<file path="config.mk">
export PLATFORM = sky130hd
export DESIGN_NAME = sd_host_interrupt_enables
export DESIGN_NICKNAME = d
export VERILOG_FILES = /design/src/logic/sd_host_interrupt_enables.v /design/src/logic/event_flag_bank.v /design/src/logic/card_int_sampler.v
export VERILOG_INCLUDE_DIRS = /design/src /design/src/include
export SDC_FILE = /design/constraint.sdc
export NUM_CORES = 1
export LEC_CHECK = 0
export BUFFER_PORTS_ARGS = -buffer_cell sky130_fd_sc_hd__buf_2
export CAP_MARGIN = 0
export CORE_MARGIN = 2
export CORE_UTILIZATION = 25
export DETAILED_ROUTE_END_ITERATION = 6
export PLACE_DENSITY = 0.44
export SLEW_MARGIN = 20
export SYNTH_ARGS = -nofsm -noshare
export SYNTH_HDL_FRONTEND = slang
export SYNTH_HIERARCHICAL = 1
export SYNTH_SLANG_ARGS = --single-unit
</file>
<file path="constraint.sdc">
create_clock -name clk -period 2.2 [get_ports clk]
set_clock_uncertainty 0.1 [all_clocks]
set_input_delay 0.22 -clock clk [delete_from_list [all_inputs] [get_ports clk]]
set_output_delay 0.22 -clock clk [all_outputs]
set_load 0.01 [all_outputs]
</file>
<file path="src/include/sd_irq_regs.vh">
`ifndef SD_IRQ_REGS_VH
`define SD_IRQ_REGS_VH

// byte offsets on the 10-bit bus; two 16-bit registers share each word but the one at 0x038
`define NORM_STATUS_OFS 10'h030
`define ERR_STATUS_OFS 10'h032
`define NORM_STATUS_EN_OFS 10'h034
`define ERR_STATUS_EN_OFS 10'h036
`define NORM_SIGNAL_EN_OFS 10'h038
`define NORM_CLEAR_OFS 10'h040
`define ERR_CLEAR_OFS 10'h042

// writable bits of each enable register, the live normal status bits, and the enable reset value
`define NORM_STATUS_EN_MASK 16'h01FF
`define ERR_STATUS_EN_MASK 16'hF3FF
`define NORM_SIGNAL_EN_MASK 16'h01FF
`define NORM_STATUS_MASK 16'h01FF
`define REG_RESET 16'h0000

// normal status / enable bit positions
`define B_CMD_DONE 0
`define B_XFER_DONE 1
`define B_BLOCK_GAP 2
`define B_DMA_INT 3
`define B_BUF_WR_RDY 4
`define B_BUF_RD_RDY 5
`define B_CARD_INS 6
`define B_CARD_REM 7
`define B_CARD_INT 8
`define B_SIG_FIXED0 15

// error status / enable bit positions
`define E_CMD_TIMEOUT 0
`define E_CMD_CRC 1
`define E_CMD_END_BIT 2
`define E_CMD_INDEX 3
`define E_DATA_TIMEOUT 4
`define E_DATA_CRC 5
`define E_DATA_END_BIT 6
`define E_CUR_LIMIT 7
`define E_AUTO_STOP 8
`define E_ADMA 9
`define E_RSVD_LSB 10
`define E_RSVD_MSB 11
`define E_VENDOR_LSB 12
`define E_VENDOR_MSB 15

`endif

</file>
<file path="src/logic/sd_host_interrupt_enables.v">
// How it works
// [RQ1] normal status enable bits 2..0: block gap, transfer complete, command complete.
// [RQ2] card interrupt status enable at 0 clears all held card interrupt state.
// [RQ3] card interrupt level may be sampled and held in a flip-flop.
// [RQ4] error status enable at 1 lets that error flag set; 0 masks it.
// [RQ5] error status enable bits 15..12 vendor field read-write; 11..10 reserved.
// [RQ6] error enables: ADMA 9, auto stop 8, limit 7, data end/crc/timeout 6..4.
// [RQ7] error enables: command index 3, end bit 2, crc 1, timeout 0.
// [RQ8] software sets command timeout and crc enables to catch command line conflict.
// [RQ9] all normal signal enables feed one shared interrupt line.
// [RQ10] signal enable bit 15 reads 0, bits 14..9 reserved.
// [RQ11] signal enables: card int 8, removal 7, insertion 6, read 5, write 4.
// [RQ12] signal enables: DMA 3, block gap 2, transfer complete 1.
// [RQ13] clearing card interrupt status enable withdraws request and stops detection.
// [RQ14] interrupt high while any enabled flag set; every enable resets to 0.
//
// Register access over Avalon-MM was left to the implementer.
`timescale 1ns/1ps
`include "sd_irq_regs.vh"
module sd_host_interrupt_enables (
  input wire clk,
  input wire rst_n,
  input wire [9:0] avs_address,
  input wire avs_read,
  input wire avs_write,
  input wire [31:0] avs_writedata,
  input wire [3:0] avs_byteenable,
  output wire [31:0] avs_readdata,
  output wire avs_waitrequest,
  input wire cmd_complete_evt,
  input wire xfer_complete_evt,
  input wire block_gap_evt,
  input wire dma_int_evt,
  input wire buf_write_ready_evt,
  input wire buf_read_ready_evt,
  input wire card_insert_evt,
  input wire card_remove_evt,
  input wire card_int_pin,
  input wire cmd_timeout_err_evt,
  input wire cmd_crc_err_evt,
  input wire cmd_end_bit_err_evt,
  input wire cmd_index_err_evt,
  input wire data_timeout_err_evt,
  input wire data_crc_err_evt,
  input wire data_end_bit_err_evt,
  input wire current_limit_err_evt,
  input wire auto_stop_err_evt,
  input wire adma_err_evt,
  input wire [3:0] vendor_err_evt,
  output wire irq
);

  // software-visible enables
  reg [15:0] norm_status_en_r;
  reg [15:0] norm_status_en_nxt;
  reg [15:0] err_status_en_r;
  reg [15:0] err_status_en_nxt;
  reg [15:0] norm_signal_en_r;
  reg [15:0] norm_signal_en_nxt;

  // bus answer, and the registered irq
  reg waitrequest_r;
  reg [31:0] readdata_r;
  reg [31:0] readdata_nxt;
  reg irq_r;

  // event vectors from the engines, clear vectors from bus writes
  reg [7:0] norm_evt;
  reg [15:0] err_evt;
  reg [7:0] norm_clear;
  reg [15:0] err_clear;

  wire [7:0] norm_flags;
  wire [15:0] err_flags;
  wire card_int_held;
  wire [15:0] norm_status;
  wire [15:0] nse_wdata;
  wire [15:0] nse_lanes;
  wire [15:0] ese_wdata;
  wire [15:0] ese_lanes;
  wire [15:0] sig_wdata;
  wire [15:0] sig_lanes;
  wire [15:0] nclr_wdata;
  wire [15:0] nclr_lanes;
  wire [15:0] eclr_wdata;
  wire [15:0] eclr_lanes;
  wire req;
  wire accept;
  wire wr_accept;
  wire hit_norm_status;
  wire hit_err_status;
  wire hit_norm_status_en;
  wire hit_err_status_en;
  wire hit_norm_signal_en;
  wire hit_norm_clear;
  wire hit_err_clear;
  wire irq_nxt;

  // bus handshake
  assign req = avs_read | avs_write;
  // one wait cycle, then a single accept cycle; the master holds until then
  assign accept = req & ~waitrequest_r;
  assign wr_accept = accept & avs_write;

  // byte offsets; two 16-bit registers share each 32-bit word but the one at 0x038, bit 1 picks the half
  localparam [9:0] NORM_STS_OFS = `NORM_STATUS_OFS;
  localparam [9:0] ERR_STS_OFS = `ERR_STATUS_OFS;
  localparam [9:0] NORM_STS_EN_OFS = `NORM_STATUS_EN_OFS;
  localparam [9:0] ERR_STS_EN_OFS = `ERR_STATUS_EN_OFS;
  localparam [9:0] NORM_SIG_EN_OFS = `NORM_SIGNAL_EN_OFS;
  localparam [9:0] NORM_CLR_OFS = `NORM_CLEAR_OFS;
  localparam [9:0] ERR_CLR_OFS = `ERR_CLEAR_OFS;

  // the half of the write data that a register sits in
  function [15:0] half16;
    input [31:0] word;
    input upper;
    begin
      if (upper) begin
        half16 = word[31:16];
      end else begin
        half16 = word[15:0];
      end
    end
  endfunction

  // byte enables of that half, one bit per data bit
  function [15:0] lanes16;
    input [3:0] be;
    input upper;
    reg [1:0] pair;
    begin
      if (upper) begin
        pair = be[3:2];
      end else begin
        pair = be[1:0];
      end
      lanes16 = {{8{pair[1]}}, {8{pair[0]}}};
    end
  endfunction

  // drop a register value into its half of the read word
  function [31:0] place16;
    input [31:0] word;
    input [15:0] val;
    input upper;
    begin
      if (upper) begin
        place16 = {val, word[15:0]};
      end else begin
        place16 = {word[31:16], val};
      end
    end
  endfunction

  // per-register data and lanes, so a write to one half never touches its neighbour
  assign nse_wdata = half16(avs_writedata, NORM_STS_EN_OFS[1]);
  assign nse_lanes = lanes16(avs_byteenable, NORM_STS_EN_OFS[1]);
  assign ese_wdata = half16(avs_writedata, ERR_STS_EN_OFS[1]);
  assign ese_lanes = lanes16(avs_byteenable, ERR_STS_EN_OFS[1]);
  assign sig_wdata = half16(avs_writedata, NORM_SIG_EN_OFS[1]);
  assign sig_lanes = lanes16(avs_byteenable, NORM_SIG_EN_OFS[1]);
  assign nclr_wdata = half16(avs_writedata, NORM_CLR_OFS[1]);
  assign nclr_lanes = lanes16(avs_byteenable, NORM_CLR_OFS[1]);
  assign eclr_wdata = half16(avs_writedata, ERR_CLR_OFS[1]);
  assign eclr_lanes = lanes16(avs_byteenable, ERR_CLR_OFS[1]);

  // word decode; low address bits ignored, the halves are told apart by byte enables
  assign hit_norm_status = (avs_address[9:2] == NORM_STS_OFS[9:2]);
  assign hit_err_status = (avs_address[9:2] == ERR_STS_OFS[9:2]);
  assign hit_norm_status_en = (avs_address[9:2] == NORM_STS_EN_OFS[9:2]);
  assign hit_err_status_en = (avs_address[9:2] == ERR_STS_EN_OFS[9:2]);
  assign hit_norm_signal_en = (avs_address[9:2] == NORM_SIG_EN_OFS[9:2]);
  assign hit_norm_clear = (avs_address[9:2] == NORM_CLR_OFS[9:2]);
  assign hit_err_clear = (avs_address[9:2] == ERR_CLR_OFS[9:2]);

  // masked merge: unwritable bits keep their value, which is always zero
  function [15:0] merge16;
    input [15:0] old_val;
    input [15:0] wdata;
    input [15:0] lanes;
    input [15:0] wmask;
    reg [15:0] sel;
    begin
      sel = lanes & wmask;
      merge16 = (old_val & ~sel) | (wdata & sel);
    end
  endfunction

  // gather the engine events by bit position
  always @* begin
    norm_evt = 8'h00;
    norm_evt[`B_CMD_DONE] = cmd_complete_evt;
    norm_evt[`B_XFER_DONE] = xfer_complete_evt;
    norm_evt[`B_BLOCK_GAP] = block_gap_evt;
    norm_evt[`B_DMA_INT] = dma_int_evt;
    norm_evt[`B_BUF_WR_RDY] = buf_write_ready_evt;
    norm_evt[`B_BUF_RD_RDY] = buf_read_ready_evt;
    norm_evt[`B_CARD_INS] = card_insert_evt;
    norm_evt[`B_CARD_REM] = card_remove_evt;
  end

  always @* begin
    err_evt = 16'h0000;
    err_evt[`E_CMD_TIMEOUT] = cmd_timeout_err_evt;
    err_evt[`E_CMD_CRC] = cmd_crc_err_evt;
    err_evt[`E_CMD_END_BIT] = cmd_end_bit_err_evt;
    err_evt[`E_CMD_INDEX] = cmd_index_err_evt;
    err_evt[`E_DATA_TIMEOUT] = data_timeout_err_evt;
    err_evt[`E_DATA_CRC] = data_crc_err_evt;
    err_evt[`E_DATA_END_BIT] = data_end_bit_err_evt;
    err_evt[`E_CUR_LIMIT] = current_limit_err_evt;
    err_evt[`E_AUTO_STOP] = auto_stop_err_evt;
    err_evt[`E_ADMA] = adma_err_evt;
    err_evt[`E_VENDOR_MSB:`E_VENDOR_LSB] = vendor_err_evt;
  end

  // write-one-to-clear pulses, live only in the accept cycle
  always @* begin
    norm_clear = 8'h00;
    err_clear = 16'h0000;
    if (wr_accept && hit_norm_clear) begin
      norm_clear = nclr_wdata[7:0] & nclr_lanes[7:0];
    end
    if (wr_accept && hit_err_clear) begin
      err_clear = eclr_wdata & eclr_lanes;
    end
  end

  // normal flags 7..0, gated by the status enable at the moment of the event
  event_flag_bank #(
    .WIDTH(8)
  ) u_norm_flags (
    .clk(clk),
    .rst_n(rst_n),
    .event_in(norm_evt),
    .status_en(norm_status_en_r[7:0]), // [RQ1]
    .clear_in(norm_clear),
    .flags(norm_flags)
  );

  // error flags; reserved enable bits stay 0, so bits 11..10 never set
  event_flag_bank #(
    .WIDTH(16)
  ) u_err_flags (
    .clk(clk),
    .rst_n(rst_n),
    .event_in(err_evt),
    .status_en(err_status_en_r), // [RQ4]
    .clear_in(err_clear),
    .flags(err_flags)
  );

  // card interrupt is a level from the card, not a sticky event
  card_int_sampler u_card_int (
    .clk(clk),
    .rst_n(rst_n),
    .card_int_pin(card_int_pin),
    .detect_en(norm_status_en_r[`B_CARD_INT]), // [RQ2] [RQ13]
    .card_int_held(card_int_held)
  );

  assign norm_status = {7'h00, card_int_held, norm_flags} & `NORM_STATUS_MASK;

  // enable register updates
  always @* begin
    norm_status_en_nxt = norm_status_en_r;
    err_status_en_nxt = err_status_en_r;
    norm_signal_en_nxt = norm_signal_en_r;
    if (wr_accept && hit_norm_status_en) begin
      norm_status_en_nxt = merge16(norm_status_en_r, nse_wdata, nse_lanes,
                                   `NORM_STATUS_EN_MASK); // [RQ1] [RQ13]
    end
    if (wr_accept && hit_err_status_en) begin
      // vendor field 15..12 and bits 9..0 writable, 11..10 held at 0
      err_status_en_nxt = merge16(err_status_en_r, ese_wdata, ese_lanes,
                                  `ERR_STATUS_EN_MASK); // [RQ5] [RQ6] [RQ7]
    end
    if (wr_accept && hit_norm_signal_en) begin
      // bit 15 and 14..9 are outside the mask and always read 0
      norm_signal_en_nxt = merge16(norm_signal_en_r, sig_wdata, sig_lanes,
                                   `NORM_SIGNAL_EN_MASK); // [RQ10] [RQ11] [RQ12]
    end
  end

  always @(posedge clk or negedge rst_n) begin
    if (!rst_n) begin
      norm_status_en_r <= `REG_RESET; // [RQ14]
      err_status_en_r <= `REG_RESET; // [RQ14]
      norm_signal_en_r <= `REG_RESET; // [RQ14]
    end else begin
      norm_status_en_r <= norm_status_en_nxt;
      err_status_en_r <= err_status_en_nxt;
      norm_signal_en_r <= norm_signal_en_nxt;
    end
  end

  // read mux; both halves of a word fill in, clear and unmapped halves read 0
  // reads ignore byte enables: no register here has a read side effect
  always @* begin
    readdata_nxt = 32'h00000000;
    if (hit_norm_status) begin
      readdata_nxt = place16(readdata_nxt, norm_status, NORM_STS_OFS[1]);
    end
    if (hit_err_status) begin
      readdata_nxt = place16(readdata_nxt, err_flags, ERR_STS_OFS[1]);
    end
    if (hit_norm_status_en) begin
      readdata_nxt = place16(readdata_nxt, norm_status_en_r, NORM_STS_EN_OFS[1]);
    end
    if (hit_err_status_en) begin
      readdata_nxt = place16(readdata_nxt, err_status_en_r, ERR_STS_EN_OFS[1]);
    end
    if (hit_norm_signal_en) begin
      readdata_nxt = place16(readdata_nxt, norm_signal_en_r, NORM_SIG_EN_OFS[1]);
    end
  end

  // waitrequest: high at rest, low for exactly the accept cycle
  always @(posedge clk or negedge rst_n) begin
    if (!rst_n) begin
      waitrequest_r <= 1'b1;
      readdata_r <= 32'h00000000;
    end else begin
      waitrequest_r <= ~(req & waitrequest_r);
      // captured one cycle early so the data stand through the accept edge
      if (avs_read && waitrequest_r) begin
        readdata_r <= readdata_nxt;
      end
    end
  end

  // one shared line; registered so it never glitches toward the host
  assign irq_nxt = |(norm_status & norm_signal_en_r); // [RQ9] [RQ14]

  always @(posedge clk or negedge rst_n) begin
    if (!rst_n) begin
      irq_r <= 1'b0;
    end else begin
      irq_r <= irq_nxt; // [RQ9]
    end
  end

  assign avs_readdata = readdata_r;
  assign avs_waitrequest = waitrequest_r;
  assign irq = irq_r;

endmodule // sd_host_interrupt_enables

</file>
<file path="src/logic/event_flag_bank.v">
`timescale 1ns/1ps
module event_flag_bank #(
  parameter WIDTH = 16
) (
  input wire clk,
  input wire rst_n,
  input wire [WIDTH-1:0] event_in,
  input wire [WIDTH-1:0] status_en,
  input wire [WIDTH-1:0] clear_in,
  output wire [WIDTH-1:0] flags
);
  reg [WIDTH-1:0] flag_r;
  genvar i;

  generate
    for (i = 0; i < WIDTH; i = i + 1) begin : g_flag
      // a masked event never reaches the flag; a set in the clear cycle wins
      always @(posedge clk or negedge rst_n) begin
        if (!rst_n) begin
          flag_r[i] <= 1'b0;
        end else if (event_in[i] && status_en[i]) begin
          flag_r[i] <= 1'b1;
        end else if (clear_in[i]) begin
          flag_r[i] <= 1'b0;
        end
      end
    end
  endgenerate

  assign flags = flag_r;
endmodule // event_flag_bank

</file>
<file path="src/logic/card_int_sampler.v">
`timescale 1ns/1ps
module card_int_sampler (
  input wire clk,
  input wire rst_n,
  input wire card_int_pin,
  input wire detect_en,
  output wire card_int_held
);
  reg sync1_r;
  reg sync2_r;
  reg held_r;

  // disabling wipes the whole chain, so no stale level survives re-enable
  always @(posedge clk or negedge rst_n) begin
    if (!rst_n) begin
      sync1_r <= 1'b0;
      sync2_r <= 1'b0;
      held_r <= 1'b0;
    end else if (!detect_en) begin
      sync1_r <= 1'b0; // [RQ2]
      sync2_r <= 1'b0; // [RQ2]
      held_r <= 1'b0; // [RQ13]
    end else begin
      sync1_r <= card_int_pin;
      sync2_r <= sync1_r;
      held_r <= sync2_r; // [RQ3]
    end
  end

  assign card_int_held = held_r;
endmodule // card_int_sampler

</file>
Yosys cells after proc, flatten, opt, wreduce, memory -nomap -nowiden. Index checks and enable logic that the tools add are counted.

Output and inout port bits: 34. Memories kept: 0. Input port bits: 73. Bits in latches: 0. ROM bits: 0. Register bits: 107. Memory bits (writable): 0.

Reductions and logical operators: 49. Mux-type cells: 54. Shift-type cells: 0. Div/mod/pow operators: 0. Multipliers: 0. Eq/ne operators: 4. $lt $le $gt $ge: 0. Bitwise gates (word level): 19. Add/subtract/negate cells: 0.

Operator list (number): $and A16 B16 Y16 (5); $mux W32 (2); $mux W16 (3); $or A16 B16 Y16 (3); $mux W1 (47); $reduce_bool A2 Y1 (22); $logic_and A1 B1 Y1 (26); $eq A8 B4 Y1 const B (3); $and A16 B9 Y16 (1); $and A9 B16 Y16 (1); $not A16 Y16 (1); $not A9 Y16 (1); $reduce_or A16 Y1 (1); $mux W9 (1); $and A8 B8 Y8 (1); $eq A8 B5 Y1 const B (1); $mux W8 (1); $and A1 B1 Y1 (3); $not A1 Y1 (2); $or A1 B1 Y1 (1).

Depth between registers and ports, before layout.
Word-level depth: 7. Mapped depth: 6.

Hierarchy. The synthesis kept the hierarchy.

Modules (own cells, without submodules): sd_host_interrupt_enables (sequential area each 1477.7 um^2, times used 1, cells each 227, area each 2813.9 um^2); event_flag_bank at u_err_flags (sequential area each 400.4 um^2, times used 1, cells each 64, area each 660.6 um^2); event_flag_bank at u_norm_flags (sequential area each 200.2 um^2, times used 1, cells each 32, area each 330.3 um^2); card_int_sampler (sequential area each 75.1 um^2, times used 1, cells each 6, area each 93.8 um^2).

Least setup slack after synthesis. OpenSTA, ideal clock, no wires.

Path kind: reg-to-reg. Start point: register waitrequest_r, in the netlist avs_waitrequest. End point: register with a tool-made name. Arrival time: 1.548 ns. Cell stages (with the launch flop): 7. Path slack: 0.427 ns. Cell sequence: dfstp_2 nor2b_1 clkbuf_1 nand3_1 nand2b_1 clkbuf_1 mux2_2.

RTL lines: from (decl) (RTL line sd_host_interrupt_enables.v:62) `reg waitrequest_r;`; from (signal assigned) (RTL line sd_host_interrupt_enables.v:325) `waitrequest_r <= ~(req & waitrequest_r);`.

==> impl_metrics.py <==
metrics = {
    "floorplanning": {
        "dieArea_um2": 16610,
        "num_io_pins": 107,
        "core_area_um2": 15200,
        "die_h_um": 128.9,
        "die_w_um": 128.9,
        "initial_utilization": 0.2565,
        "core.rowCount": 45,
    },
    "routing": {
        "drt_iter0_drc": 73,
        "ant_nets": 0,
        "post_drt_wl_per_cell_um": 15.64,
        "drc": 0,
        "wl_um": 10180,
        "firstDrtPassIters": 4,
        "avgViaCountPerCell": 4.392,
        "vias": 2859,
    },
    "synthesis": {
        "synth_top_area_cell": "dfrtp_1",
        "syn_area_um2": 3899,
        "ys_seq_area_frac": 0.5523,
        "synth_seq_cells": 86,
        "synthCells": 329,
        "syn_area_per_cell_um2": 11.85,
        "ys_types": 40,
        "synthDominantCellAreaShare": 0.5456,
        "yosys-top-cells-area": "dfrtp_1 (55%), mux2_2 (9.2%), and2_1 (6.7%), o21ai_2 (5.4%), inv_1 (2.4%)",
        "yosysWarningCount": 6,
    },
    "sta": {
        "timing.hold.ws_ps": 14.97,
        "fin_crit_sh": 0.8347,
        "max_freq_mhz": 544.6,
        "tns_ps": 0,
        "rsz0062_at_grt": "false",
        "slew_viol_final": 0,
        "final_hold_viol_count": 0,
        "tightest_slew_ps": 566.4,
        "finalSetupViolations": 0,
        "fin_crit_ps": 1836,
        "slew_headroom": 0.6224,
    },
    "global_route": {
        "antenna_found_initial": 1,
        "grt_max_degree": 48,
        "globalRouteTotalUtil": 0.1278,
        "grt_pass1_vias": 2974,
        "grt_pass1_wl_um": 15920,
        "grt-ovfl-total": 0,
    },
    "clock_network": {
        "clock_sinks": 86,
        "htreeDepth": 3,
        "max-clock-path-buffers": 2,
        "cts.clk_slew.worst_paths_ps": 60,
        "cts_tree": "yes",
        "cts_buffers": 9,
        "cts_root_buf": "clkbuf_16",
        "clock_latency_ps": 340,
    },
    "run": {
        "max-cap-violations": 0,
    },
    "status": {
        "run_status": "complete, no violations",
    },
    "setup_path": {
        "cp-startpoint": "avs_waitrequest$_DFF_PN1_",
        "ff2ff_setup_slack_ps": 360,
        "end_kind": "register",
        "worst-setup-path-type": "reg2reg",
        "critPathRequiredTime_ps": 2320,
        "r2r_start": "avs_waitrequest$_DFF_PN1_",
        "cp-start-kind": "register",
        "crit_fanout": 8,
        "rr_worst_depth": 4,
        "critical_path_arrival_ps": 1960,
    },
    "placed_design": {
        "io_buffers": 90,
        "post-dp-hpwl_um": 7030,
        "gp_congestion": 0.7114,
    },
    "power": {
        "pwr_density_cell_nw_per_um2": 671.1,
        "power_leakage_nw": 2.644,
        "vdd_ir_drop_max_mv": 0.3654,
    },
    "min_path": {
        "hold_path.class": "in2reg",
        "min_from": "adma_err_evt",
    },
    "cells_and_area": {
        "fill_cells": 1551,
        "n_antenna_cell": 0,
        "synthToLayoutAreaGrowth_pct": 32.73,
        "drive_above_1_share": 0.3996,
        "final_nets": 531,
        "multi_input_area_um2": 1592,
        "register_area_um2": 2153,
    },
}
## what timing repair did
action,in CTS,in global routing
gates resized for setup,0,0
hold buffers,24,0
hold endpoints to repair,60,0
setup buffers,0,0
## worst min path at each step
stage / endpoint / depth (start not counted)
floorplan: asynchronous set/reset pin / 0
global placement: avs_readdata[18]$_DFFE_PN0P_ / 1
detailed placement: avs_readdata[18]$_DFFE_PN0P_ / 1
CTS: u_err_flags/flags[9]$_DFFE_PN0P_ / 3
global route: u_err_flags/flags[9]$_DFFE_PN0P_ / 3
finish: u_err_flags/flags[9]$_DFFE_PN0P_ / 3
## logic make-up after synthesis
family | share of synthesized area
AOI/OAI and AO/OA | 0.1364
and+or+nand+nor | 0.1483
other | 0.0009618
muxes | 0.1130
DFF | 0.5523
buffers and inverters | 0.04910
## per-layer routing
metal,GRT usage,wire (um)
met1,0.1586,4638
met2,0.2120,4912
met3,0.04241,492
met4,0.03836,122
met5,0,13
## report_power, final
| part | internal (mW) | switching, mW |
|---|---|---|
| Sequential | 1.60 | 0.0146 |
| Combinational | 0.113 | 0.125 |
| Clock | 1.00 | 0.616 |
| Total | 2.72 | 0.756 |
## synth_stat cells, drive strengths merged
cell,instances
nor3b,1
nor4b,1
nor2b,2
and3,1
a22oi,10
nor4,1
or3,1
mux2,32
a222oi,1
dfstp,1
and2b,1
nor3,3
nor4bb,1
clkbuf,5
and2,42
a221o,14
a21oi,2
nand2,26
dfrtp,85
nand3,6
buf,11
a221oi,1
nor2,4
conb,1
nand2b,4
o21ai,33
a22o,3
nand4,2
inv,25
nand3b,1
mux2i,8
## area by class of cell
cell class	instances	area share
Timing Repair Buffer	124	0.1509
Clock inverter	3	0.007737
Multi-Input combinational cell	212	0.3075
Tap cell	188	0.04545
Inverter	25	0.01813
Sequential cell	86	0.4161
Clock buffer	13	0.05416
## per-stage QoR
| stage | cells | total power, mW | util | area [um2] | setup WS, ps |
|---|---|---|---|---|---|
| after floorplan | 339 | 1.728 | - | 3936 | 427.3 |
| after global placement | 611 | 1.856 | 0.3035 | 4614 | 228.8 |
| after detailed placement | 611 | 1.859 | 0.3035 | 4614 | 179.3 |
| after CTS | 651 | 3.528 | 0.3404 | 5175 | 340.3 |
| after global routing | 651 | 3.616 | 0.3404 | 5175 | 221.5 |
| final | 651 | 3.473 | 0.3404 | 5175 | 363.7 |
## cells in the final DEF, fill, tap and decap left out, drive strengths merged, types with 2 or more instances in the layout
cell           n
mux2i          8
and2          42
o21ai         33
nand3          6
nor3           3
nor2b          2
clkinv         2
mux2          32
a22oi         10
nor2           4
nand2         26
dfrtp         85
nand4          2
nand2b         4
buf          100
a221o         14
a22o           3
clkbuf        13
conb          11
a21oi          2
inv           25
dlygate4sd3   24
## worst max-delay path, stage by stage (launching register included)
cell,delay (ps)
dfstp_2,560
nor2b_1,80
nand3_1,100
nand2b_1,470
mux2_2,400
Power figures use the tool's default switching activity.
